`src/design/qseq_pkg.sv`:
```
// constants and carrier types of the status and error-queue block
// assumes one clock and an upstream parser that rounds every argument
package qseq_pkg;

    // ****************
    // widths and field positions
    // ****************
    localparam int REG_W = 16;
    localparam int RANGE_MAX = 6;
    localparam int RANGE_CW = 3;
    localparam int DESC_W = 8;
    localparam int BIT_FREQ = 9;
    localparam int BIT_OVLD = 11;
    localparam int QUEUE_DEPTH_DEF = 8;

    // ****************
    // reset and preset values
    // ****************
    localparam logic [REG_W-1:0] PRESET_PTR = 16'h7FFF;
    localparam logic [REG_W-1:0] PRESET_NTR = 16'h0000;
    localparam logic [REG_W-1:0] PRESET_ENA = 16'h0000;
    localparam logic [REG_W-1:0] PRESET_LO = 16'hFE48;
    localparam logic [REG_W-1:0] PRESET_HI = 16'hFF9C;
    localparam logic [REG_W-1:0] NO_ERROR_NUM = 16'h0000;
    localparam logic [DESC_W-1:0] NO_ERROR_DESC = 8'h00;

    // ****************
    // commands and states
    // ****************
    typedef enum logic [3:0] {
        OP_NOP = 4'h0,
        OP_QUE_READ = 4'h1,
        OP_QUE_ENA_CLEAR = 4'h2,
        OP_QUE_ENA_ADD = 4'h3,
        OP_QUE_ENA_READ = 4'h4,
        OP_COND_READ = 4'h5,
        OP_PTR_WRITE = 4'h6,
        OP_PTR_READ = 4'h7,
        OP_NTR_WRITE = 4'h8,
        OP_NTR_READ = 4'h9,
        OP_EVENT_READ = 4'hA,
        OP_ENA_WRITE = 4'hB,
        OP_ENA_READ = 4'hC,
        OP_PRESET = 4'hD
    } qseq_op_type;

    typedef enum logic {
        S_BOOT = 1'b0,
        S_RUN = 1'b1
    } qseq_fsm_type;

    // ****************
    // carriers
    // ****************
    typedef struct packed {
        logic [RANGE_CW-1:0] count;
        logic [RANGE_MAX-1:0] used;
        logic [RANGE_MAX-1:0][REG_W-1:0] lo;
        logic [RANGE_MAX-1:0][REG_W-1:0] hi;
    } qseq_ranges_type;

    typedef struct packed {
        logic [REG_W-1:0] ptr;
        logic [REG_W-1:0] ntr;
        logic [REG_W-1:0] ena;
        logic [REG_W-1:0] event_bits;
    } qseq_keep_type;

    typedef struct packed {
        logic [REG_W-1:0] cond;
        logic [REG_W-1:0] ptr;
        logic [REG_W-1:0] ntr;
        logic [REG_W-1:0] event_bits;
        logic [REG_W-1:0] ena;
        logic summary;
    } qseq_chan_type;

    typedef struct packed {
        logic [REG_W-1:0] num;
        logic [DESC_W-1:0] desc;
    } qseq_err_type;

    typedef struct packed {
        logic valid;
        logic [31:0] data;
        logic [REG_W-1:0] data2;
        logic [DESC_W-1:0] desc;
    } qseq_rsp_type;

endpackage

```
`src/design/qseq_fifo.sv`:
```
// error queue storage: a plain first-in first-out list of error entries
// assumes push and pop come from logic on the same clock
`timescale 1ns/1ps
module qseq_fifo #(
    parameter int WIDTH = 24,
    parameter int DEPTH = 8
) (
    input wire logic clk_in,
    input wire logic rst_in,
    input wire logic push_in,
    input wire logic [WIDTH-1:0] push_data_in,
    input wire logic pop_in,
    output logic [WIDTH-1:0] head_out,
    output logic empty_out,
    output logic full_out
);
    localparam int AW = (DEPTH > 1) ? $clog2(DEPTH) : 1;
    localparam logic [AW-1:0] LAST = AW'(DEPTH - 1);
    localparam logic [AW:0] FULL_COUNT = (AW + 1)'(DEPTH);

    typedef struct packed {
        logic [DEPTH-1:0][WIDTH-1:0] mem;
        logic [AW-1:0] rd;
        logic [AW-1:0] wr;
        logic [AW:0] count;
    } qseq_fifo_state_type;

    qseq_fifo_state_type st;
    qseq_fifo_state_type next_st;
    logic do_push;
    logic do_pop;

    // a full queue drops the newest entry rather than losing an old one
    always_comb begin
        next_st = st;
        do_pop = pop_in && (st.count != '0);
        do_push = push_in && ((st.count != FULL_COUNT) || do_pop);
        if (do_push) begin
            next_st.mem[st.wr] = push_data_in;
            next_st.wr = (st.wr == LAST) ? '0 : AW'(st.wr + 1'b1);
        end
        if (do_pop) begin
            next_st.rd = (st.rd == LAST) ? '0 : AW'(st.rd + 1'b1);
        end
        if (do_push && !do_pop) begin
            next_st.count = (AW + 1)'(st.count + 1'b1);
        end else if (do_pop && !do_push) begin
            next_st.count = (AW + 1)'(st.count - 1'b1);
        end
    end

    // state register
    always_ff @(posedge clk_in) begin
        if (rst_in) begin
            st <= '0;
        end else begin
            st <= next_st;
        end
    end

    assign head_out = st.mem[st.rd];
    assign empty_out = (st.count == '0);
    assign full_out = (st.count == FULL_COUNT);
endmodule

```
`src/design/qseq_chan.sv`:
```
// one channel's questionable-status set: condition, two transition filters, event, enable
// assumes the condition word is already synchronised to the clock
`timescale 1ns/1ps
module qseq_chan (
    input wire logic clk_in,
    input wire logic rst_in,
    input wire logic [qseq_pkg::REG_W-1:0] cond_in,
    input wire logic load_in,
    input wire qseq_pkg::qseq_keep_type keep_in,
    input wire logic preset_in,
    input wire logic wipe_in,
    input wire logic ptr_wr_in,
    input wire logic ntr_wr_in,
    input wire logic ena_wr_in,
    input wire logic ev_clr_in,
    input wire logic [qseq_pkg::REG_W-1:0] wdata_in,
    output qseq_pkg::qseq_chan_type state_out
);
    qseq_pkg::qseq_chan_type st;
    qseq_pkg::qseq_chan_type next_st;
    logic [qseq_pkg::REG_W-1:0] rise;
    logic [qseq_pkg::REG_W-1:0] fall;
    logic [qseq_pkg::REG_W-1:0] ev_base;

    // edge filtering and register updates
    always_comb begin
        next_st = st;
        next_st.cond = cond_in;
        rise = cond_in & ~st.cond;
        fall = ~cond_in & st.cond;
        ev_base = (ev_clr_in || wipe_in) ? '0 : st.event_bits;
        if (load_in) begin
            next_st.ptr = keep_in.ptr;
            next_st.ntr = keep_in.ntr;
            next_st.ena = keep_in.ena;
            ev_base = keep_in.event_bits;
        end else if (preset_in) begin
            next_st.ptr = qseq_pkg::PRESET_PTR;
            next_st.ntr = qseq_pkg::PRESET_NTR;
            next_st.ena = qseq_pkg::PRESET_ENA;
        end else begin
            if (ptr_wr_in) next_st.ptr = wdata_in;
            if (ntr_wr_in) next_st.ntr = wdata_in;
            if (ena_wr_in) next_st.ena = wdata_in;
        end
        // set wins over the read clear so no edge is lost; bits stick until read
        next_st.event_bits = ev_base | (rise & st.ptr) | (fall & st.ntr);
        next_st.summary = |(next_st.event_bits & next_st.ena);
    end

    // state register
    always_ff @(posedge clk_in) begin
        if (rst_in) begin
            st <= '0;
        end else begin
            st <= next_st;
        end
    end

    assign state_out = st;
endmodule

```
`src/design/qseq_top.sv`:
```
// questionable-status structure and filtered error queue
// assumes a parser giving one-cycle requests, and a retained store
// that keeps NV_*_OUT across power-down and offers it back
//
// Functional notes
// - queue read answers the oldest entry, number and description, then drops it
// - an error is queued only if its number lies in an enabled range
// - power-on-clear flag set: status cleared, only -440..-100 enabled
// - power-on-clear flag clear: retained status and enable ranges restored
// - up to six ranges per enable setting, all of them stored
// - frequency conflict and overload reported separately per channel
// - five 16-bit registers per channel, one condition per bit
// - bit 9 is frequency conflict, bit 11 is overload, rest unused
// - condition register follows live conditions and is read-only
// - false-to-true edge with rising filter bit set sets the event bit
// - true-to-false edge with falling filter bit set sets the event bit
// - summary bit high while any event bit meets its enable bit
// - event read returns contents and then clears every bit not set again by an edge in that cycle
// - filter and enable writes take values 0..131072; only the low 16 bits are stored, so 131072 reads back as 0
// - filters and enable read back as stored integers
// - preset clears enable, filters to 7FFF and zero, default ranges
`timescale 1ns/1ps
module qseq_top #(
    parameter int NUM_CH = 2,
    parameter int CH_W = 1,
    parameter int QUEUE_DEPTH = qseq_pkg::QUEUE_DEPTH_DEF
) (
    input wire logic CLOCK_IN,
    input wire logic RST_IN,
    input wire logic PSC_FLAG_IN,
    input wire qseq_pkg::qseq_ranges_type NV_RANGES_IN,
    input wire qseq_pkg::qseq_keep_type [NUM_CH-1:0] NV_CHAN_IN,
    input wire logic [NUM_CH-1:0] COND_FREQ_IN,
    input wire logic [NUM_CH-1:0] COND_OVLD_IN,
    input wire logic ERR_VALID_IN,
    input wire logic [qseq_pkg::REG_W-1:0] ERR_NUM_IN,
    input wire logic [qseq_pkg::DESC_W-1:0] ERR_DESC_IN,
    input wire logic CMD_VALID_IN,
    input wire qseq_pkg::qseq_op_type CMD_OP_IN,
    input wire logic [CH_W-1:0] CMD_CHAN_IN,
    input wire logic [31:0] CMD_DATA_IN,
    input wire logic [qseq_pkg::REG_W-1:0] CMD_HI_IN,
    output logic READY_OUT,
    output qseq_pkg::qseq_rsp_type RSP_OUT,
    output logic QUES_SUMMARY_OUT,
    output qseq_pkg::qseq_ranges_type NV_RANGES_OUT,
    output qseq_pkg::qseq_keep_type [NUM_CH-1:0] NV_CHAN_OUT
);
    localparam int ERR_W = $bits(qseq_pkg::qseq_err_type);

    // ****************
    // state and local types
    // ****************
    typedef struct packed {
        qseq_pkg::qseq_fsm_type fsm;
        logic ready;
        qseq_pkg::qseq_ranges_type ranges;
        qseq_pkg::qseq_rsp_type rsp;
        logic summary;
        logic [NUM_CH-1:0] freq_meta;
        logic [NUM_CH-1:0] freq_sync;
        logic [NUM_CH-1:0] ovld_meta;
        logic [NUM_CH-1:0] ovld_sync;
    } qseq_top_state_type;

    qseq_top_state_type st;
    qseq_top_state_type next_st;

    qseq_pkg::qseq_chan_type [NUM_CH-1:0] chan_st;
    logic [NUM_CH-1:0] ch_load;
    logic [NUM_CH-1:0] ch_preset;
    logic [NUM_CH-1:0] ch_wipe;
    logic [NUM_CH-1:0] ch_ptr_wr;
    logic [NUM_CH-1:0] ch_ntr_wr;
    logic [NUM_CH-1:0] ch_ena_wr;
    logic [NUM_CH-1:0] ch_ev_clr;
    logic [qseq_pkg::REG_W-1:0] wdata;
    logic [NUM_CH-1:0] sel_hot;
    logic chan_ok;
    qseq_pkg::qseq_chan_type sel_st;
    logic [qseq_pkg::REG_W-1:0] sel_hi;
    logic [qseq_pkg::REG_W-1:0] sel_lo;
    logic [qseq_pkg::RANGE_CW-1:0] rng_idx;
    logic q_push;
    logic q_pop;
    logic q_empty;
    qseq_pkg::qseq_err_type q_head;
    logic [ERR_W-1:0] q_head_bits;

    // ****************
    // helper functions
    // ****************

    // enable set loaded at preset and at a clearing power-up
    function automatic qseq_pkg::qseq_ranges_type default_ranges();
        qseq_pkg::qseq_ranges_type r;
        r = '0;
        r.count = qseq_pkg::RANGE_CW'(1);
        r.used[0] = 1'b1;
        r.lo[0] = qseq_pkg::PRESET_LO;
        r.hi[0] = qseq_pkg::PRESET_HI;
        return r;
    endfunction

    // signed membership test over all stored ranges
    function automatic logic num_enabled(input qseq_pkg::qseq_ranges_type r,
                                         input logic [qseq_pkg::REG_W-1:0] n);
        logic hit;
        hit = 1'b0;
        for (int i = 0; i < qseq_pkg::RANGE_MAX; i++) begin
            if (r.used[i] && ($signed(n) >= $signed(r.lo[i]))
                && ($signed(n) <= $signed(r.hi[i]))) begin
                hit = 1'b1;
            end
        end
        return hit;
    endfunction

    // one-hot channel select; an out-of-range channel selects none
    function automatic logic [NUM_CH-1:0] chan_hot(input logic [CH_W-1:0] c);
        logic [NUM_CH-1:0] h;
        h = '0;
        for (int i = 0; i < NUM_CH; i++) begin
            if (int'(c) == i) h[i] = 1'b1;
        end
        return h;
    endfunction

    // ****************
    // channel register sets
    // ****************

    // each channel owns its own five registers
    generate
        for (genvar g = 0; g < NUM_CH; g++) begin : g_chan
            logic [qseq_pkg::REG_W-1:0] cond_word;

            // only two bit positions carry live conditions
            always_comb begin
                cond_word = '0;
                cond_word[qseq_pkg::BIT_FREQ] = st.freq_sync[g];
                cond_word[qseq_pkg::BIT_OVLD] = st.ovld_sync[g];
            end

            qseq_chan u_chan (
                .clk_in(CLOCK_IN),
                .rst_in(RST_IN),
                .cond_in(cond_word),
                .load_in(ch_load[g]),
                .keep_in(NV_CHAN_IN[g]),
                .preset_in(ch_preset[g]),
                .wipe_in(ch_wipe[g]),
                .ptr_wr_in(ch_ptr_wr[g]),
                .ntr_wr_in(ch_ntr_wr[g]),
                .ena_wr_in(ch_ena_wr[g]),
                .ev_clr_in(ch_ev_clr[g]),
                .wdata_in(wdata),
                .state_out(chan_st[g])
            );

            assign NV_CHAN_OUT[g].ptr = chan_st[g].ptr;
            assign NV_CHAN_OUT[g].ntr = chan_st[g].ntr;
            assign NV_CHAN_OUT[g].ena = chan_st[g].ena;
            assign NV_CHAN_OUT[g].event_bits = chan_st[g].event_bits;
        end
    endgenerate

    // ****************
    // error queue
    // ****************

    qseq_fifo #(
        .WIDTH(ERR_W),
        .DEPTH(QUEUE_DEPTH)
    ) u_queue (
        .clk_in(CLOCK_IN),
        .rst_in(RST_IN),
        .push_in(q_push),
        .push_data_in({ERR_NUM_IN, ERR_DESC_IN}),
        .pop_in(q_pop),
        .head_out(q_head_bits),
        .empty_out(q_empty),
        .full_out()
    );

    assign q_head = q_head_bits;
    // errors arriving before the enable set is settled are not queued
    assign q_push = ERR_VALID_IN && st.ready && num_enabled(st.ranges, ERR_NUM_IN);

    // ****************
    // command decode and next state
    // ****************

    // selected channel view and range slot for reads
    always_comb begin
        sel_hot = chan_hot(CMD_CHAN_IN);
        chan_ok = |sel_hot;
        sel_st = '0;
        for (int i = 0; i < NUM_CH; i++) begin
            if (sel_hot[i]) sel_st = chan_st[i];
        end
        rng_idx = CMD_DATA_IN[qseq_pkg::RANGE_CW-1:0];
        sel_lo = '0;
        sel_hi = '0;
        if (int'(rng_idx) < qseq_pkg::RANGE_MAX) begin
            sel_lo = st.ranges.lo[rng_idx];
            sel_hi = st.ranges.hi[rng_idx];
        end
    end

    // main sequencing: boot-time restore, then one command per cycle
    always_comb begin
        next_st = st;
        ch_load = '0;
        ch_preset = '0;
        ch_wipe = '0;
        ch_ptr_wr = '0;
        ch_ntr_wr = '0;
        ch_ena_wr = '0;
        ch_ev_clr = '0;
        q_pop = 1'b0;
        wdata = CMD_DATA_IN[qseq_pkg::REG_W-1:0];
        next_st.rsp = '0;
        // two-stage synchronisers for the condition pins
        next_st.freq_meta = COND_FREQ_IN;
        next_st.freq_sync = st.freq_meta;
        next_st.ovld_meta = COND_OVLD_IN;
        next_st.ovld_sync = st.ovld_meta;
        next_st.summary = 1'b0;
        for (int i = 0; i < NUM_CH; i++) begin
            next_st.summary = next_st.summary | chan_st[i].summary;
        end
        case (st.fsm)
            qseq_pkg::S_BOOT: begin
                // the retained flag is sampled once, in the first cycle after reset
                if (PSC_FLAG_IN) begin
                    next_st.ranges = default_ranges();
                    ch_preset = '1;
                    ch_wipe = '1;
                end else begin
                    next_st.ranges = NV_RANGES_IN;
                    ch_load = '1;
                end
                next_st.fsm = qseq_pkg::S_RUN;
                next_st.ready = 1'b1;
            end
            qseq_pkg::S_RUN: begin
                if (CMD_VALID_IN) begin
                    next_st.rsp.valid = 1'b1;
                    case (CMD_OP_IN)
                        qseq_pkg::OP_QUE_READ: begin
                            // an empty queue answers the no-error entry
                            if (!q_empty) begin
                                next_st.rsp.data = {{16{q_head.num[15]}}, q_head.num};
                                next_st.rsp.desc = q_head.desc;
                                q_pop = 1'b1;
                            end else begin
                                next_st.rsp.data = {16'h0000, qseq_pkg::NO_ERROR_NUM};
                                next_st.rsp.desc = qseq_pkg::NO_ERROR_DESC;
                            end
                        end
                        qseq_pkg::OP_QUE_ENA_CLEAR: begin
                            next_st.ranges = '0;
                        end
                        qseq_pkg::OP_QUE_ENA_ADD: begin
                            // a reversed pair is dropped; a seventh entry is ignored
                            if ((int'(st.ranges.count) < qseq_pkg::RANGE_MAX)
                                && ($signed(wdata) <= $signed(CMD_HI_IN))) begin
                                next_st.ranges.used[st.ranges.count] = 1'b1;
                                next_st.ranges.lo[st.ranges.count] = wdata;
                                next_st.ranges.hi[st.ranges.count] = CMD_HI_IN;
                                next_st.ranges.count = qseq_pkg::RANGE_CW'(st.ranges.count + 1'b1);
                            end
                        end
                        qseq_pkg::OP_QUE_ENA_READ: begin
                            next_st.rsp.data = {{16{sel_lo[15]}}, sel_lo};
                            next_st.rsp.data2 = sel_hi;
                            next_st.rsp.desc = qseq_pkg::DESC_W'(st.ranges.count);
                        end
                        qseq_pkg::OP_COND_READ: begin
                            next_st.rsp.data = {16'h0000, sel_st.cond};
                        end
                        qseq_pkg::OP_PTR_WRITE: begin
                            ch_ptr_wr = sel_hot;
                        end
                        qseq_pkg::OP_PTR_READ: begin
                            next_st.rsp.data = {16'h0000, sel_st.ptr};
                        end
                        qseq_pkg::OP_NTR_WRITE: begin
                            ch_ntr_wr = sel_hot;
                        end
                        qseq_pkg::OP_NTR_READ: begin
                            next_st.rsp.data = {16'h0000, sel_st.ntr};
                        end
                        qseq_pkg::OP_EVENT_READ: begin
                            next_st.rsp.data = {16'h0000, sel_st.event_bits};
                            ch_ev_clr = sel_hot;
                        end
                        qseq_pkg::OP_ENA_WRITE: begin
                            ch_ena_wr = sel_hot;
                        end
                        qseq_pkg::OP_ENA_READ: begin
                            next_st.rsp.data = {16'h0000, sel_st.ena};
                        end
                        qseq_pkg::OP_PRESET: begin
                            ch_preset = '1;
                            next_st.ranges = default_ranges();
                        end
                        default: begin
                            next_st.rsp.valid = 1'b1;
                        end
                    endcase
                    // a channel outside the fitted set reads as zero
                    if (!chan_ok && (CMD_OP_IN != qseq_pkg::OP_QUE_READ)
                        && (CMD_OP_IN != qseq_pkg::OP_QUE_ENA_READ)) begin
                        next_st.rsp.data = '0;
                    end
                end
            end
            default: begin
                next_st.fsm = qseq_pkg::S_BOOT;
                next_st.ready = 1'b0;
            end
        endcase
    end

    // ****************
    // state register and outputs
    // ****************

    // synchronous reset to constants only; restore happens in the boot cycle
    always_ff @(posedge CLOCK_IN) begin
        if (RST_IN) begin
            st <= '0;
        end else begin
            st <= next_st;
        end
    end

    assign READY_OUT = st.ready;
    assign RSP_OUT = st.rsp;
    assign QUES_SUMMARY_OUT = st.summary;
    assign NV_RANGES_OUT = st.ranges;
endmodule

```
`config.mk`:
```
export PLATFORM = sky130hd
export DESIGN_NAME = qseq_top
export DESIGN_NICKNAME = d
export VERILOG_FILES = /design/src/design/qseq_pkg.sv /design/src/design/qseq_fifo.sv /design/src/design/qseq_chan.sv /design/src/design/qseq_top.sv
export SDC_FILE = /design/constraint.sdc
export NUM_CORES = 2
export LEC_CHECK = 0
export BUFFER_PORTS_ARGS = -buffer_cell sky130_fd_sc_hd__clkbuf_2
export CAP_MARGIN = 20
export CORE_MARGIN = 5
export CORE_UTILIZATION = 25
export DETAILED_ROUTE_END_ITERATION = 12
export GPL_TIMING_DRIVEN = 1
export PLACE_DENSITY = 0.55
export SYNTH_ARGS = -nofsm -noshare
export SYNTH_HDL_FRONTEND = slang
export SYNTH_SLANG_ARGS = --single-unit
```
`constraint.sdc`:
```
create_clock -name CLOCK_IN -period 7.7 [get_ports CLOCK_IN]
set_input_delay 0 -clock CLOCK_IN [delete_from_list [all_inputs] [get_ports CLOCK_IN]]
set_output_delay 0 -clock CLOCK_IN [all_outputs]
set_load 0.02 [all_outputs]
```
# Yosys cells after proc, flatten, opt, wreduce, memory -nomap -nowiden

Cells that the tools add are included.

Bitwise operators: 24
$lt $le $gt $ge: 21
Equality and inequality tests: 21
Muxes and demuxes: 83
Reduce and logical (&&, ||, !) cells: 44
Add/subtract/negate cells: 5

Operators by type and width:

| cell              | number |
|---|---|
| $pmux W201 S3     | 1 |
| $mux W201         | 2 |
| $pmux W201 S2     | 1 |
| $mux W16          | 20 |
| $mux W258         | 1 |
| $pmux W32 S7      | 1 |
| $bwmux W192       | 1 |
| $bwmux W96        | 2 |
| $mux W32          | 6 |
| $mux W81          | 2 |
| $and A16 B16 Y16  | 8 |
| $le A16 B16 Y1    | 7 |
| $bmux W16 S3      | 2 |
| $ge A16 B16 Y1    | 6 |
| $bmux W24 S3      | 1 |
| $demux W24 S3     | 1 |
| $or A16 B16 Y16   | 4 |
| $demux W16 S3     | 1 |
| $mux W24          | 2 |
| $mux W2           | 18 |
| $and A12 B16 Y16  | 2 |
| $not A12 Y16      | 2 |
| $not A16 Y16      | 2 |
| $reduce_or A16 Y1 | 2 |
| 38 further kinds  | 103 |

Word-level logic and storage cells: 248
Bits in registers: 633
Output and inout port bits: 388

# Depth between registers and ports, before layout

Depth in word-level cells: 15
Depth in mapped cells: 19
Mapped depth without buffers: 18

# Modules after synthesis

From an unflattened synthesis, not the netlist that was laid out.

Cell total of the unflattened synthesis: 4865
Area total of the unflattened synthesis: 39575.5 um^2

By module, submodules not included:

| module    | cells an instance | times used | area an instance (um^2) |
|---|---|---|---|
| qseq_top  | 3053              | 1          | 23168.5 |
| qseq_fifo | 1018              | 1          | 9009.9 |
| qseq_chan | 397               | 2          | 3698.5 |

# Worst setup path before layout

No wires, ideal clock.

Kind: reg-to-reg
From: reg st (netlist bit NV_RANGES_OUT[33])
To: reg u_queue.st[3] (netlist bit)
Arrival: 3621 ps
Slack: 4008 ps
Stages on the path, launching flop included: 20
Data required time: 7630 ps
Setup time: 70 ps
Buffers on the path: 1
Cell sequence: dfxtp_1 inv_1 ha_1 nor2b_1 o211ai_1 a2111oi_0 nor3_2 mux2i_1 o32a_1 and4_1 buf_6 nor2_1 ha_1 inv_1 ha_1 a21o_1 a21oi_1 xnor2_1 or3_1 a21oi_1

Longest elaborated chain between the ends: 11
Elaborated cells on any way between the ends: 13
Those cells by class: order compare (1); mux (5); reduce/logical (7)

Ends and longest elaborated chain:

| what                         | RTL line        | text |
|---|---|---|
| start: declaration           | qseq_top.sv:66  | `qseq_top_state_type st;` |
| start signal: assignment     | qseq_top.sv:336 | `st <= next_st;` |
| $le A16 B16 Y1 *             | qseq_top.sv:112 | `&& ($signed(n) <= $signed(r.hi[i]))) begin` |
| $logic_and A1 B1 Y1 *        | qseq_top.sv:112 |  |
| $mux W1 * (4 in a row)       | qseq_top.sv:111 | `if (r.used[i] && ($signed(n) >= $signed(r.lo[i]))` |
| $logic_and A1 B1 Y1 *        | qseq_top.sv:188 | `assign q_push = ERR_VALID_IN && st.ready && num_enabled(st.ranges, ERR_NUM_IN);` |
| $logic_and A1 B1 Y1 *        | qseq_fifo.sv:37 | `do_push = push_in && ((st.count != FULL_COUNT) \|\| do_pop);` |
| via u_queue.do_push          | qseq_fifo.sv:30 | `logic do_push;` |
| $logic_not A1 Y1             | qseq_fifo.sv:47 | `end else if (do_pop && !do_push) begin` |
| $logic_and A1 B1 Y1          | qseq_fifo.sv:47 |  |
| $reduce_bool A2 Y1 (no line) | --              |  |
| end signal: assignment       | qseq_fifo.sv:57 | `st <= next_st;` |
| end: declaration             | qseq_fifo.sv:28 | `qseq_fifo_state_type st;` |

Mark *: on every way through the listed nets, which the timed path passes. The rest lies on a longest branch.
A chain may end at the register's enable or synchronous reset.

# Worst setup path in the final report

From: reg st (netlist bit NV_RANGES_OUT[25])
To: reg u_queue.st[31] (netlist bit)

Longest elaborated chain between the ends: 9

Ends and longest elaborated chain:

| what                 | RTL line |
|---|---|
| $le A16 B16 Y1       | qseq_top.sv:112 |
| $logic_and A1 B1 Y1  | qseq_top.sv:112 |
| $mux W1 (5 in a row) | qseq_top.sv:111 |
| $logic_and A1 B1 Y1  | qseq_top.sv:188 |
| $logic_and A1 B1 Y1  | qseq_fifo.sv:37 |

No other way between the ends.

==> impl_results.md <==
- PnR worst setup slack: 2.78 ns
- Port bufs: 786
- Clk buf depth: 3
- Total power: 9.15 mW
- Final wirelength: 209 mm
- Worst reg2reg endpoint: u_queue.st[31]
- Worst r2r src: NV_RANGES_OUT[25]
- Async SR Flop Fraction: 0%
- Die Area: 0.155 mm2
- CP arrival: 5.47 ns
- Die Y: 394 um
- Leak: 19.8 nW
- Register-to-Register Path Depth: 11
- Setup tns final: 0 ns
- Effective utilization at floorplan: 25.2%
- Worst-Margin Slew: 1.17 ns
- CP most frequent cell: nand4_1
- Vias in the first global route: 37500
- Max_cap viols: 0
- Worst path max stage delay: 0.93 ns
- Hold Slack: 0.0402 ns
- Initial DRC Count: 4095
- CP required: 8.25 ns
- Yosys warns: 0
- Post-Syn Area: 0.0368 mm2
- Area of the multi-input gates: 0.0202 mm2
- H-tree depth: 3
- WS Path Type: reg -> reg
- Outcome: completed
- DRC Markers: 0
- Number of library cell types mapped by synthesis: 72
- Cell Rows: 140
- Hold Path Class: in -> reg
- Flip-flop and latch count after synthesis: 590
- Remaining Overflow, GRT: 0
- Final setup skew: 0.0398 ns
- Worst setup SP type: flop
- Core Area: 0.146 mm2
- FF/Latch Area: 0.0118 mm2
- Fin. Hold Viols: 0
- Clock-pin transition on the worst setup and hold timing paths: 0.06 ns
- I/O pin count: 803
- Ys flop type: dfxtp_1
- Crit share post-route: 63.9%
- Post-DP HPWL: 150 mm
- Seq/Total Area, Yosys: 32.1%
- Slowest CP cell: nand4b_1
- Clk root buf: clkbuf_16
- Worst rel slew slack: 21.7%
- Final net count: 5916
- Fmax: 203 MHz
- Power per Cell Area: 194 mW/mm2
- RSZ-0062 raised after global routing: false
- FILL cells: 15300
- # Post-CTS Setup Buffers: 0
- WHS Path Cells: 4
- Pin count of the biggest net entering global routing: 210
- Post-synth EDFFs: 0
- Post-layout util: 32.4%
- Die span in x: 394 um
- Area grow syn2layout: 28.3%
- DRT Pass-1 Iters: 6
- Final ANT Viol Nets: 0
- Min Tclk post-route: 4.92 ns
- Gpl congestion: 0.942
- Hold Path End: g_chan[1].u_chan.state_out[61]
- Routed length per instance: 28.7 um
- Final setup fails: 0
- CTS tree: yes
- Synth Net Count: 5211
- VDD IR max: 137 uV
- Pre-CTS WS: 2.69 ns
- Crit path max fanout: 14
- Vias/cell: 5.32
- Global-route wire length before repair: 289 mm
- Later-pin clock latency in the skew report: 0.71 ns
- Sink Count: 590
- Initial antenna violation count: 32
- Mean Syn Cell Area: 8.04 um2
- Hold path start: CMD_DATA_IN[12]
- CP Cell Sequence: inv_1 -> ha_1 -> nand4_1 -> nor4_1 -> a221o_1 -> o31ai_1 -> a32oi_1 -> nand4_1 -> nand4b_1 -> buf_4 -> mux2i_1
- Post-cts resize count: 0
- Cells after synthesis: 4579
- Total GRT Usage: 25.7%
- Critical Path Sink Type: flop
- Routed vias: 38700
- Fin. max-slew vios: 0
- Inserted Clock Buffers: 79
- Reg-to-reg slack, setup: 2.78 ns
- Share of layout cells above drive strength 1: 21.7%
flip-flops by register name, summed over array words and instances, names as in the netlist:
register and count:
u_queue.st 202, NV_RANGES_OUT 201, g_chan.u_chan.state_out 134, RSP_OUT 42, g_chan.cond_word 4, next_st 4, QUES_SUMMARY_OUT 1, READY_OUT 1
st 1
cell families after synthesis:
group,Yosys count,synth area share [%]
multiplexers,331,11.8
AND/OR/NAND/NOR,1336,15.0
XOR/XNOR,5,0.119
adder cells (fa/ha/maj),217,7.39
AO/OA/AOI/OAI,1164,20.0
buffers and inverters,936,13.6
flip-flops,590,32.1
per-stage QoR:
step / cell area [um2] / instances
final: 47300 / 7274
after global routing: 47300 / 7268
after CTS: 47200 / 7261
after detailed placement: 39800 / 6649
after global placement: 39800 / 6648
after floorplan: 36800 / 4579
final cells by class:
cell class / instances / share of cell area (%)
sequential: 590 / 25.0
multi-input combinational: 3053 / 42.7
clock inverter: 35 / 0.858
clock buffer: 106 / 4.80
timing repair buffer: 1342 / 19.8
antenna: 13 / 0.0688
inverter: 218 / 1.74
tap: 1917 / 5.07
repair_timing:
item | CTS | global route
hold endpoints to repair | 422 | 0
hold buffers | 471 | 0
endpoints found under the setup margin | 0 | 0
placed cells by master (no fill, tap or decap), types with 8 or more instances in the layout:
cell,n
mux2_2,28
a211oi_1,207
mux4_2,80
clkbuf_8,17
clkbuf_16,80
clkinv_2,14
o21a_1,8
nor4_1,9
dlygate4sd3_1,471
nor2_1,373
nand2b_1,8
o221ai_1,30
nand2_1,747
inv_1,216
a221o_1,8
a221oi_1,70
a21oi_1,536
nor3_1,46
o211ai_1,37
a21o_1,27
clkbuf_1,9
clkbuf_2,782
o21ai_0,69
ha_1,216
mux2i_1,223
a31oi_1,8
nor2b_1,24
nand4_1,42
nor3_2,8
o22ai_1,16
nand3_1,21
a22oi_1,103
dfxtp_1,587
buf_4,84
diode_2,13
layer usage:
metal	up-vias	share of wire (%)	track usage (%)
li1	17200	-	-
met1	18600	40	32.1
met2	2282	45	41.2
met3	542	9.1	5.94
met4	10	6.2	13.8
met5	-	0.027	0
Yosys cell counts, types with 7 or more instances:
| library cell | n | area (um2) |
|---|---|---|
| nor2_1 | 379 | 1420 |
| a21oi_1 | 540 | 2700 |
| mux2i_1 | 223 | 2230 |
| o221ai_1 | 30 | 263 |
| mux2_2 | 28 | 315 |
| buf_4 | 386 | 2900 |
| o211ai_1 | 37 | 278 |
| o31ai_1 | 8 | 60.1 |
| nand2b_1 | 8 | 50.1 |
| inv_1 | 217 | 815 |
| a22oi_1 | 103 | 773 |
| mux4_2 | 80 | 1800 |
| buf_1 | 22 | 82.6 |
| nand2_1 | 748 | 2810 |
| nand3_1 | 23 | 115 |
| nor3_1 | 53 | 265 |
| o22ai_1 | 16 | 100 |
| o21a_1 | 8 | 60.1 |
| or3_1 | 7 | 43.8 |
| nor4_1 | 10 | 62.6 |
| a221o_1 | 8 | 80.1 |
| a211oi_1 | 207 | 1550 |
| a221oi_1 | 70 | 613 |
| nor2b_1 | 24 | 150 |
| o21ai_0 | 69 | 345 |
| dfxtp_1 | 590 | 11800 |
| a31oi_1 | 9 | 56.3 |
| ha_1 | 216 | 2700 |
| a21o_1 | 27 | 203 |
| buf_2 | 19 | 95.1 |
| clkbuf_1 | 288 | 1080 |
| nand4_1 | 42 | 263 |
where the power goes:
group,total (mW),internal (mW),switching [mW]
clock,3.89,2.25,1.63
sequential,3.41,3.18,0.228
combinational,1.85,0.677,1.18
worst max-delay path: cells and delay by family (launching register included):
| kind | cells | cell delay [ns] |
|---|---|---|
| AO/OA/AOI/OAI | 3 | 1.33 |
| adder cells (fa/ha/maj) | 1 | 0.31 |
| buffers and inverters | 2 | 0.65 |
| flip-flops | 1 | 0.57 |
| multiplexers | 1 | 0.16 |
| AND/OR/NAND/NOR | 4 | 1.71 |
how the worst max path moves through the flow:
stage                  startpoint             end  slack [ns]  depth (start not counted)
2_1_floorplan   NV_RANGES_OUT[33]   u_queue.st[3]        4.01                         19
3_3_place_gp        ERR_NUM_IN[7]  u_queue.st[19]        2.82                         12
3_5_place_dp        ERR_NUM_IN[7]  u_queue.st[31]        2.69                         12
4_1_cts        NV_RANGES_OUT[158]  u_queue.st[31]        2.81                         12
5_1_grt        NV_RANGES_OUT[158]  u_queue.st[31]        2.52                         12
6_report        NV_RANGES_OUT[25]  u_queue.st[31]        2.78                         11
Note: power is estimated with default switching activity, not from simulation.
